### src/core/port_status_pkg.sv
package port_status_pkg;

  // ----------------------------------------------------------------
  // register map (byte addresses)
  // ----------------------------------------------------------------
  localparam logic [7:0] PORT_STATUS_ADDR = 8'h00;
  localparam logic [7:0] PORT_CTRL_ADDR   = 8'h04;
  localparam logic [7:0] IRQ_STATUS_ADDR  = 8'h08;
  localparam logic [7:0] IRQ_CLEAR_ADDR   = 8'h0C;
  localparam logic [7:0] IRQ_ENABLE_ADDR  = 8'h10;

  // ----------------------------------------------------------------
  // port status and port control field positions
  // ----------------------------------------------------------------
  localparam int CONNECT_STATUS_BIT = 0;
  localparam int CONNECT_CHANGE_BIT = 1;
  localparam int PORT_ENABLED_BIT   = 2;
  localparam int ENABLE_CHANGE_BIT  = 3;
  localparam int OC_ACTIVE_BIT      = 4;
  localparam int OC_CHANGE_BIT      = 5;
  localparam int PORT_POWER_BIT     = 0;

  // ----------------------------------------------------------------
  // interrupt event positions
  // ----------------------------------------------------------------
  localparam int NUM_EVENTS       = 3;
  localparam int EVT_CONNECT      = 0;
  localparam int EVT_ENABLE       = 1;
  localparam int EVT_OVERCURRENT  = 2;

  // ----------------------------------------------------------------
  // reset values
  // ----------------------------------------------------------------
  localparam logic [5:0] PORT_STATUS_RESET = 6'h00;
  localparam logic       PORT_POWER_RESET  = 1'b0;
  localparam logic [2:0] IRQ_RESET         = 3'h0;

  // ----------------------------------------------------------------
  // ahb encodings
  // ----------------------------------------------------------------
  localparam logic [1:0] HTRANS_NONSEQ = 2'h2;
  localparam logic [1:0] HTRANS_SEQ    = 2'h3;
  localparam logic [2:0] HSIZE_WORD    = 3'h2;

  typedef enum logic [1:0]
  {
    BUS_IDLE  = 2'b00,
    BUS_WRITE = 2'b01,
    BUS_READ  = 2'b11
  } bus_phase_e;

  typedef struct packed
  {
    logic       overcurrent;
    logic       connected;
    logic       reset_done_hs;
    logic       port_error_eof2;
    logic       fault;
  } port_events_s;

endpackage

### src/core/port_status.sv
`timescale 1ns/1ps

// How it works
// (RL1) over-current bit follows the condition, read-only
// (RL2) enable change set only on EOF2 error disable
// (RL3) writing one clears enable change flag
// (RL4) writes of one to enabled are ignored
// (RL5) enabled set only after high-speed reset end
// (RL6) disconnect, fault or zero write disables port
// (RL7) enabled follows actual port state change
// (RL8) disabled port blocks downstream data except reset
// (RL9) every connect change sets connect change flag
// (RL10) writing one clears connect change flag
// (RL11) connect status shows present device now
// (RL12) port bits other than the over-current ones read zero without port power
// (RL13) all status bits reset to zero
// (RL14) over-current change set on active bit change
// (RL15) zero writes leave change flags untouched
module port_status
  import port_status_pkg::*;
(
  input  wire logic          hclk,
  input  wire logic          hresetn,
  input  wire logic          hsel,
  input  wire logic [31:0]   haddr,
  input  wire logic [1:0]    htrans,
  input  wire logic          hwrite,
  input  wire logic [2:0]    hsize,
  input  wire logic [31:0]   hwdata,
  input  wire logic          hready,
  output logic [31:0]        hrdata,
  output logic               hreadyout,
  output logic               hresp,
  input  wire port_events_s  port_in,
  input  wire logic          down_data_valid,
  input  wire logic          down_reset_signal,
  output logic               down_data_pass,
  output logic               down_reset_pass,
  output logic               port_power,
  output logic               irq
);

  // ----------------------------------------------------------------
  // bus slave
  // ----------------------------------------------------------------
  bus_phase_e  phase;
  bus_phase_e  next_phase;
  logic [7:0]  addr_q;
  logic [7:0]  next_addr_q;
  logic        addr_phase;

  assign addr_phase = hsel && hready && (htrans == HTRANS_NONSEQ || htrans == HTRANS_SEQ);

  always_comb
  begin
    next_phase  = BUS_IDLE;
    next_addr_q = addr_q;
    if (addr_phase)
    begin
      next_phase  = hwrite ? BUS_WRITE : BUS_READ;
      next_addr_q = haddr[7:0];
    end
  end

  always_ff @(posedge hclk or negedge hresetn)
  begin
    if (!hresetn)
    begin
      phase  <= BUS_IDLE;
      addr_q <= 8'h00;
    end
    else
    begin
      phase  <= next_phase;
      addr_q <= next_addr_q;
    end
  end

  // hsize is accepted as word only; narrower writes act on the whole word
  function automatic logic wr_hit(input bus_phase_e ph, input logic [7:0] a, input logic [7:0] target);
    wr_hit = (ph == BUS_WRITE) && (a == target);
  endfunction

  logic wr_status;
  logic wr_ctrl;
  logic wr_iclr;
  logic wr_ien;

  assign wr_status = wr_hit(phase, addr_q, PORT_STATUS_ADDR);
  assign wr_ctrl   = wr_hit(phase, addr_q, PORT_CTRL_ADDR);
  assign wr_iclr   = wr_hit(phase, addr_q, IRQ_CLEAR_ADDR);
  assign wr_ien    = wr_hit(phase, addr_q, IRQ_ENABLE_ADDR);

  // ----------------------------------------------------------------
  // port state
  // ----------------------------------------------------------------
  logic no_power;
  logic connect_status;
  logic next_connect_status;
  logic oc_active;
  logic next_oc_active;
  logic enabled;
  logic next_enabled;
  logic connect_change_flag;
  logic enable_change_flag;
  logic oc_change_flag;
  logic error_disable;

  assign no_power      = !port_power;
  assign error_disable = enabled && port_in.port_error_eof2;

  always_comb
  begin
    next_oc_active      = port_in.overcurrent;                          // RL1
    next_connect_status = port_power && port_in.connected;              // RL11 RL12
    next_enabled        = enabled;
    if (port_in.reset_done_hs && port_in.connected)
    begin
      next_enabled = 1'b1;                                              // RL5
    end
    // a software one never enables; only a zero disables
    if (wr_status && !hwdata[PORT_ENABLED_BIT])
    begin
      next_enabled = 1'b0;                                              // RL4 RL6
    end
    // disable wins over enable; port state itself drives the bit
    if (port_in.fault || error_disable || !port_in.connected)
    begin
      next_enabled = 1'b0;                                              // RL6 RL7
    end
    if (no_power)
    begin
      next_enabled = 1'b0;                                              // RL12
    end
  end

  always_ff @(posedge hclk or negedge hresetn)
  begin
    if (!hresetn)
    begin
      oc_active      <= 1'b0;                                           // RL13
      connect_status <= 1'b0;
      enabled        <= 1'b0;
    end
    else
    begin
      oc_active      <= next_oc_active;
      connect_status <= next_connect_status;
      enabled        <= next_enabled;
    end
  end

  change_flag u_connect_change
  (
    .hclk       (hclk),
    .hresetn    (hresetn),
    .set        (next_connect_status != connect_status),               // RL9
    .clear      (wr_status && hwdata[CONNECT_CHANGE_BIT]),             // RL10 RL15
    .force_zero (no_power),                                            // RL12
    .flag       (connect_change_flag)
  );

  change_flag u_enable_change
  (
    .hclk       (hclk),
    .hresetn    (hresetn),
    .set        (error_disable),                                        // RL2
    .clear      (wr_status && hwdata[ENABLE_CHANGE_BIT]),              // RL3 RL15
    .force_zero (no_power),                                            // RL12
    .flag       (enable_change_flag)
  );

  change_flag u_oc_change
  (
    .hclk       (hclk),
    .hresetn    (hresetn),
    .set        (next_oc_active != oc_active),                          // RL14
    .clear      (wr_status && hwdata[OC_CHANGE_BIT]),                  // RL14
    .force_zero (1'b0),
    .flag       (oc_change_flag)
  );

  // ----------------------------------------------------------------
  // interrupts
  // ----------------------------------------------------------------
  logic [NUM_EVENTS-1:0] irq_status;
  logic [NUM_EVENTS-1:0] next_irq_status;
  logic [NUM_EVENTS-1:0] irq_enable;
  logic [NUM_EVENTS-1:0] next_irq_enable;
  logic [NUM_EVENTS-1:0] irq_events;

  assign irq_events[EVT_CONNECT]     = next_connect_status != connect_status;
  assign irq_events[EVT_ENABLE]      = error_disable;
  assign irq_events[EVT_OVERCURRENT] = next_oc_active != oc_active;

  // set wins over a clear in the same cycle
  always_comb
  begin
    next_irq_status = irq_status;
    next_irq_enable = irq_enable;
    if (wr_iclr)
    begin
      next_irq_status = irq_status & ~hwdata[NUM_EVENTS-1:0];
    end
    next_irq_status = next_irq_status | irq_events;
    if (wr_ien)
    begin
      next_irq_enable = hwdata[NUM_EVENTS-1:0];
    end
  end

  always_ff @(posedge hclk or negedge hresetn)
  begin
    if (!hresetn)
    begin
      irq_status <= IRQ_RESET;
      irq_enable <= IRQ_RESET;
    end
    else
    begin
      irq_status <= next_irq_status;
      irq_enable <= next_irq_enable;
    end
  end

  // ----------------------------------------------------------------
  // registered outputs
  // ----------------------------------------------------------------
  logic [31:0] next_hrdata;
  logic [5:0]  status_word;
  logic        next_port_power;

  always_comb
  begin
    status_word                     = PORT_STATUS_RESET;
    status_word[CONNECT_STATUS_BIT] = connect_status;                  // RL11
    status_word[CONNECT_CHANGE_BIT] = connect_change_flag;
    status_word[PORT_ENABLED_BIT]   = enabled;
    status_word[ENABLE_CHANGE_BIT]  = enable_change_flag;
    status_word[OC_ACTIVE_BIT]      = oc_active;                       // RL1
    status_word[OC_CHANGE_BIT]      = oc_change_flag;
    next_hrdata = 32'h0000_0000;
    if (next_phase == BUS_READ)
    begin
      case (next_addr_q)
        PORT_STATUS_ADDR: next_hrdata = {26'h0, status_word};
        PORT_CTRL_ADDR:   next_hrdata = {31'h0, port_power};
        IRQ_STATUS_ADDR:  next_hrdata = {29'h0, irq_status};
        IRQ_ENABLE_ADDR:  next_hrdata = {29'h0, irq_enable};
        default:          next_hrdata = 32'h0000_0000;
      endcase
    end
    next_port_power = wr_ctrl ? hwdata[PORT_POWER_BIT] : port_power;
  end

  always_ff @(posedge hclk or negedge hresetn)
  begin
    if (!hresetn)
    begin
      hrdata          <= 32'h0000_0000;
      hreadyout       <= 1'b1;
      hresp           <= 1'b0;
      port_power      <= PORT_POWER_RESET;
      irq             <= 1'b0;
      down_data_pass  <= 1'b0;
      down_reset_pass <= 1'b0;
    end
    else
    begin
      hrdata          <= next_hrdata;
      hreadyout       <= 1'b1;
      hresp           <= 1'b0;
      port_power      <= next_port_power;
      irq             <= |(next_irq_status & next_irq_enable);
      down_data_pass  <= down_data_valid && next_enabled;              // RL8
      down_reset_pass <= down_reset_signal && next_port_power;         // RL8
    end
  end

endmodule

### src/core/change_flag.sv
`timescale 1ns/1ps

// sticky write-one-to-clear flag; a set in the clearing cycle wins
module change_flag
  import port_status_pkg::*;
(
  input  wire logic hclk,
  input  wire logic hresetn,
  input  wire logic set,
  input  wire logic clear,
  input  wire logic force_zero,
  output logic      flag
);

  logic next_flag;

  always_comb
  begin
    next_flag = flag;
    if (clear)
    begin
      next_flag = 1'b0;
    end
    if (set)
    begin
      next_flag = 1'b1;
    end
    if (force_zero)
    begin
      next_flag = 1'b0;
    end
  end

  always_ff @(posedge hclk or negedge hresetn)
  begin
    if (!hresetn)
    begin
      flag <= 1'b0;
    end
    else
    begin
      flag <= next_flag;
    end
  end

endmodule

### config.mk
export PLATFORM = sky130hd
export DESIGN_NAME = port_status
export DESIGN_NICKNAME = d
export VERILOG_FILES = /design/src/core/port_status_pkg.sv /design/src/core/port_status.sv /design/src/core/change_flag.sv
export SDC_FILE = /design/constraint.sdc
export NUM_CORES = 1
export LEC_CHECK = 0
export BUFFER_PORTS_ARGS = -buffer_cell sky130_fd_sc_hd__buf_2
export CORE_ASPECT_RATIO = 0.9
export CORE_MARGIN = 2
export CORE_UTILIZATION = 40
export CTS_CLUSTER_DIAMETER = 100
export DETAILED_ROUTE_END_ITERATION = 16
export HOLD_SLACK_MARGIN = 0.02
export PLACE_DENSITY_LB_ADDON = 0.3
export SYNTH_ARGS = -nofsm -noshare
export SYNTH_HDL_FRONTEND = slang
export SYNTH_HIERARCHICAL = 1
export SYNTH_SLANG_ARGS = --single-unit
### constraint.sdc
create_clock -name hclk -period 2 [get_ports hclk]
set_input_delay 0.2 -clock hclk [delete_from_list [all_inputs] [get_ports hclk]]
set_output_delay 0.2 -clock hclk [all_outputs]
set_load 0.02 [all_outputs]
==> summary.md, run 1 <==
| Metric | Value |
|---|---|
| Util after Layout | 48.1% |
| Dpl ws | approximately 0.19 ns |
| Final Setup Violations | 0 |
| Port Buffers | 35 |
| Critical path arrival | slightly below 2 ns |
| Synth area leaders | dfrtp_1, buf_4, mux2_2 |
| Asr flop ratio synth | 100% |
| Drt pass-1 iters | 4 |
| Cell breakdown of the critical path | nor4b_2 -> nand4_1 -> o21ai_0 -> nand2_1 -> a221o_1 |
| Cell family with most CP delay | simple AND/OR/NAND/NOR gates |
| CP endpoint kind | register |
| Clk pin slew, worst setup/hold paths | 0.07 ns |
| R2R Path End | irq$_DFF_PN0_ |
| Crit path launch type | register |
| R2R depth | 5 |
| Clk root buf | clkbuf_8 |
| RSZ-0062 raised after global routing | no |
| CTS max path bufs | 2 |
| Max-cap viol count | 0 |
| Largest net degree at the start of global routing | 33 |
| Routed len/inst | 12.2 um |
| Slew @ Worst Pin | 0.718 ns |
| Hold EP | phase[1]$_DFF_PN0_ |
| Post-synthesis sequential area ratio | 47.5% |
| Max stage delay on crit path | 0.42 ns |
| Worst Hold Class | in -> reg |
| Mean Syn Cell Area | 10.6 sq um |
| Pleak | between 0.9 and 1 nW |
| Max VDD drop | 0.571 mV |
| Top_reg_cell synth | dfrtp_1 |
| # nets final | 285 |
| Die Width | 72.4 um |
| Area Overhead vs Synth | 16.3% |
| Total GRT Usage | 14.8% |
| Inserted Clock Buffers | 5 |
| CP Buf/Inv Count | 0 |
| DRT iter0 DRCs | 58 |
| Crit share post-route | about 88% |
| Initial Util | between 40% and 50% |
| Die area | 4750 sq um |
| CTS HTree Levels | 2 |
| Remaining DRCs | 0 |
| Rows | 22 |
| Synth cell count leaders | dfrtp_1, buf_4, inv_1 |
| Yosys top cell by area | dfrtp_1 |
| Crit path kind | reg -> reg |
| Hold Vio Cnt, Final | 0 |
| DR vias/cell | ~4.6 |
| Hold_sp | hwrite |
| Clk Latency, worst-skew pair | slightly below 0.3 ns |
| Finished Cell Area | between 1500 and 2000 sq um |
| Yosys reg bits | 32 |
| Worst R2R Setup Slack | 0.24 ns |
| Global route total overflow | 0 |
| Slew Viols, Final | 0 |
| CTS tree | yes |
| Top cell type's share of synthesized area | 47.5% |
| DPL Wire Length | 2.42 mm |
| Share of layout cells above drive strength 1 | 32.7% |
| Post-Route WL | 3.10 mm |
| Worst hold slack | 0.0833 ns |
| Ant diodes | 0 |
| P per Cell Area | just under 900 nW/um^2 |
| Slowest-stage cell, CP | dfrtp_1 |
| Area after DPL | 1830 sq um |
| Count leader, synth | dfrtp_1 |
| Mapped Area | 1680 sq um |
| TNS Setup | 0 ns |
| Routability cong. | 0.762 |
| Clock Skews | 0.00769 ns |
| Cell variety after synth | 40 |
| Total power | 1.70 mW |
| WHS Path Cells | 2 |
| Post-DRT Antenna Nets | 0 |
| Placed Cells | 243 |
| Yosys Warn Count | 6 |
| Clock sinks | 32 |
| Crit-path max FO | 4 |
| Slew headroom | between 50 and 60% |
| Via count | roughly 1200 |
| Core area | 4070 sq um |
| Initial antenna violation count | 0 |
| Fin crit period | 1.76 ns |
| Synth Instances | about 160 |
| Req. time, crit path | around 2.2 ns |
| Final WS setup | ~0.24 ns |
| First-pass GRT wire length | 5.24 mm |
| Io pins | ~120 |
| Vias in the first global route | 1108 |
| Fmax | 568 MHz |
| Worst R2R Start | addr_q[5]$_DFF_PN0_ |
| Outcome | complete, no violations |
| Post-Layout Cell Count | 253 |
| # fillers | 416 |
| Die Height | between 60 and 70 um |
| Post-synth EDFFs | 0 |
## timing repair
item,CTS,global route
setup buffers,0,0
gates resized for setup,0,1
endpoints found under the hold margin,32,1
endpoints found under the setup margin,0,1
hold buffers,1,1
## where the power goes
| part | internal (mW) | switching (mW) |
|---|---|---|
| Combinational | 0.120 | 0.175 |
| Clock | 0.368 | 0.252 |
| Sequential | 0.717 | 0.0650 |
## placed cells by master (no fill, tap or decap), drive strengths merged, types with 5 or more instances in the layout
| cell type | n |
|---|---|
| a21oi | 7 |
| mux2 | 11 |
| conb | 29 |
| dfrtp | 32 |
| inv | 12 |
| buf | 38 |
| o21ai | 8 |
| and2 | 8 |
| clkbuf | 5 |
| nand2 | 10 |
## worst max path at each step
stage                                   start                        to  slack, ns  depth (start not counted)
after floorplan           addr_q[5]$_DFF_PN0_             irq$_DFF_PN0_       0.33                          5
after global placement    addr_q[5]$_DFF_PN0_             irq$_DFF_PN0_       0.22                          5
after detailed placement  addr_q[5]$_DFF_PN0_             irq$_DFF_PN0_       0.19                          5
after CTS                 addr_q[5]$_DFF_PN0_             irq$_DFF_PN0_       0.16                          5
after global routing      addr_q[5]$_DFF_PN0_  down_data_pass$_DFF_PN0_       0.04                          5
final                     addr_q[5]$_DFF_PN0_             irq$_DFF_PN0_       0.24                          5
## cells by family after synthesis
kind of cell	count (synthesis)	synth area share (%)
and+or+nand+nor	47	17.5
buffers and inverters	41	15.5
DFF	32	47.5
AOI/OAI and AO/OA	23	9.88
muxes	12	8.17
xor gates and xnor gates	2	1.04
other	2	0.446
## metal layers
metal / share of wire [%] / global-route usage (%) / vias up
met5: 0 / 0 / -
met4: 1.5 / 5.56 / 0
met3: 6.1 / 5.37 / 6
met2: 45 / 21.2 / 41
met1: 47 / 20.3 / 535
li1: - / - / 576
## registers in the layout (all words and copies together) (netlist names)
signal / cells
addr_q: 8
hrdata: 6
irq_enable: 3
irq_status: 3
phase: 2
connect_status: 1
down_data_pass: 1
down_reset_pass: 1
enabled: 1
irq: 1
oc_active: 1
port_power: 1
u_connect_change/flag: 1
u_enable_change/flag: 1
u_oc_change/flag: 1
## layout make-up
type,count,area [sq um],share of cell area (%)
sequential,32,801,40.9
multi-input combinational,113,724,37.0
timing repair buffer,40,218,11.1
clock buffer,5,68.8,3.51
tap,48,60.1,3.07
inverter,12,45.0,2.30
clock inverter,3,42.5,2.17
No activity file was read; power rests on OpenSTA's default activity.
==> inputs of run 2 (changes only) <==
--- a/config.mk
+++ b/config.mk
@@ -8,7 +8,7 @@
 export BUFFER_PORTS_ARGS = -buffer_cell sky130_fd_sc_hd__buf_2
 export CORE_ASPECT_RATIO = 0.9
 export CORE_MARGIN = 2
-export CORE_UTILIZATION = 40
+export CORE_UTILIZATION = 37
 export CTS_CLUSTER_DIAMETER = 100
 export DETAILED_ROUTE_END_ITERATION = 16
 export HOLD_SLACK_MARGIN = 0.02
==> constraint.sdc (replaced) <==
create_clock -name hclk -period 1.51 [get_ports hclk]
set_input_delay 0.151 -clock hclk [delete_from_list [all_inputs] [get_ports hclk]]
set_output_delay 0.151 -clock hclk [all_outputs]
set_load 0.02 [all_outputs]
==> run 2 against run 1 <==
  * The flow now finishes with violations (negative setup slack)
  * Flip-flop and latch count did not move
  * Utilization rose by 2.1 points
  * First-iteration DRC count fell by 22%
  * Setup slack got worse by 0.44 ns
  * Die area rose by 7.6%
  * Combinational power rose by 73%
  * Critical endpoint unchanged
  * Highest routed layer unchanged
==> summary.md, run 2 (synthesis gave the netlist of run 1 again) <==
| Metric | Value |
|---|---|
| Outcome | finished, violations left (was complete, no violations) |
| Violated checks | negative setup slack |
| Clock Skews | 0.00301 ns (was 0.00769 ns) |
| CP endpoint kind | register (unchanged) |
| Post-Route WL | 3.67 mm (was 3.10 mm) |
| Hold Vio Cnt, Final | 0 (unchanged) |
| Crit share post-route | 113% (was 88.0%) |
| Drt pass-1 iters | 4 (unchanged) |
| DRT iter0 DRCs | 45 (was 58) |
| Area after DPL | 1950 sq um (was 1830 sq um) |
| Die area | 5110 sq um (was 4750 sq um) |
| Ant diodes | 0 (unchanged) |
| Max reg flops | 8 (unchanged) |
| Die Height | 68.0 um (was 65.6 um) |
| Final WS setup | -0.198 ns (was 0.240 ns) |
| Total GRT Usage | 15.7% (was 14.8%) |
| Largest net degree at the start of global routing | 33 (unchanged) |
| Core area | 4400 sq um (was 4070 sq um) |
| Multi-input gate area | 835 sq um (was 724 sq um) |
| Crit-path max FO | 4 (unchanged) |
| Finished Cell Area | 2210 sq um (was 1960 sq um) |
| First-pass GRT wire length | 5.82 mm (was 5.24 mm) |
| Fin crit period | 1.71 ns (was 1.76 ns) |
| Largest Register | addr_q (unchanged) |
| WHS Path Cells | 2 (unchanged) |
| Clk Latency, worst-skew pair | 0.28 ns (was 0.29 ns) |
| Worst Hold Class | in -> reg (unchanged) |
| Rows | 23 (was 22) |
| Slew headroom | 54.0% (was 52.1%) |
| Req. time, crit path | 1.67 ns (was 2.17 ns) |
| CTS tree | yes (unchanged) |
| Global route total overflow | 0 (unchanged) |
| Final Setup Violations | 11 (was 0) |
| CTS HTree Levels | 2 (unchanged) |
| Clk pin slew, worst setup/hold paths | 0.06 ns (was 0.07 ns) |
| Crit path kind | reg -> reg (unchanged) |
| Clock sinks | 32 (unchanged) |
| Post-DRT Antenna Nets | 0 (unchanged) |
| DPL Wire Length | 2.66 mm (was 2.42 mm) |
| Critical Path Start | addr_q[1]$_DFF_PN0_ (was addr_q[5]$_DFF_PN0_) |
| Worst R2R Start | addr_q[1]$_DFF_PN0_ (was addr_q[5]$_DFF_PN0_) |
| Slew @ Worst Pin | 0.690 ns (was 0.718 ns) |
| Pleak | 1.08 nW (was 0.964 nW) |
| Routed len/inst | 13.0 um (was 12.2 um) |
| P per Cell Area | 1070 nW/um^2 (was 866 nW/um^2) |
| Regs by FF count | addr_q (8), hrdata (6) (unchanged) |
| Vias in the first global route | 1202 (was 1108) |
| # fillers | 411 (was 416) |
| Leading cell type in the layout, fill and taps excluded | buf_2 (unchanged) |
| Remaining DRCs | 0 (unchanged) |
| Initial Util | 38.2% (was 41.3%) |
| Util after Layout | 50.2% (was 48.1%) |
| Clk root buf | clkbuf_8 (unchanged) |
| Crit path launch type | register (unchanged) |
| R2R Path End | irq$_DFF_PN0_ (unchanged) |
| # nets final | 301 (was 285) |
| Critical path arrival | 1.87 ns (was 1.93 ns) |
| Routability cong. | 0.809 (was 0.762) |
| RSZ-0062 raised after global routing | yes (was no) |
| Port Buffers | 35 (unchanged) |
| Register area | 802 sq um (was 801 sq um) |
| Fmax | 585 MHz (was 568 MHz) |
| Inserted Clock Buffers | 5 (unchanged) |
| Via count | 1290 (was 1158) |
| Worst R2R Setup Slack | -0.20 ns (was 0.24 ns) |
| Initial antenna violation count | 0 (unchanged) |
| Io pins | 119 (unchanged) |
| Area Overhead vs Synth | 31.3% (was 16.3%) |
| Max VDD drop | 0.719 mV (was 0.571 mV) |
| Die Width | 75.1 um (was 72.4 um) |
| Share of layout cells above drive strength 1 | 44.3% (was 32.7%) |
| Most frequent cells in the layout | buf_2, dfrtp_1, conb_1, buf_4, inv_1 (was buf_2, dfrtp_1, conb_1, inv_1) |
| Max-cap viol count | 0 (unchanged) |
| Slew Viols, Final | 0 (unchanged) |
| DR vias/cell | 4.56 (was 4.58) |
| Worst hold slack | 0.0589 ns (was 0.0833 ns) |
| R2R depth | 6 (was 5) |
| Worst Setup EP | irq$_DFF_PN0_ (unchanged) |
| CTS max path bufs | 2 (unchanged) |
| Dpl ws | -0.227 ns (was 0.193 ns) |
run 2: cell count changes in the layout (fill, tap and decap cells not counted), moves of 2 or more:
cell	delta
and2_1	-2
mux2_2	-2
nand2b_1	-3
mux2_4	+2
o21ai_0	-3
nand2b_4	+3
o21ai_2	+2
and2_4	+2
buf_4	+14
run 2: timing repair:
item	CTS	global route
pin swaps	13	4
hold buffers	2	1
resized for setup	21	8
endpoints found under the setup margin	13	13
endpoints found under the hold margin	33	1
setup buffers	1	0
run 2: where the power goes:
group	switching [mW]	internal [mW]
sequential	0.101	0.951
combinational	0.281	0.230
clock	0.308	0.489
run 2: layout make-up:
class	count	area share, %
clock buffer	6	3.28
clock inverter	2	1.58
timing repair buffer	56	15.6
multi-input combinational	113	37.7
sequential	32	36.3
inverter	12	2.04
tap	62	3.51
run 2: layer usage:
metal  wire length [um]  GRT usage [%]
met1               1540           20.8
met2               1790           24.1
met3                253           4.12
met4                 90           7.14
met5                  0              0
run 2: worst min-delay path by stage:
stage                     from  slack [ns]                   to
global route            hwrite        0.06   phase[1]$_DFF_PN0_
global placement       hresetn        0.24  hrdata[4]$_DFF_PN0_
floorplan              hresetn       -0.14  addr_q[0]$_DFF_PN0_
detailed placement     hresetn        0.25  hrdata[5]$_DFF_PN0_
finish                  hwrite        0.06   phase[1]$_DFF_PN0_
CTS                 port_in[0]        0.03    enabled$_DFF_PN0_
run 2: critical path, cell delays in order (launching register included):
cell and delay [ns]:
dfrtp_1 0.42, buf_4 0.16, nor3b_2 0.20, nand4_1 0.21, o21ai_1 0.20, nand2_1 0.08, a221o_1 0.32
run 2: metrics by stage:
step           total power, mW  std cells  setup TNS [ns]
4_1_cts                   2.34        282          -0.944
3_3_place_gp              1.48        271          -0.934
3_5_place_dp              1.48        271           -1.08
2_1_floorplan             1.36        186          -0.124
6_report                  2.36        283          -0.699
5_1_grt                   2.49        283           -1.59
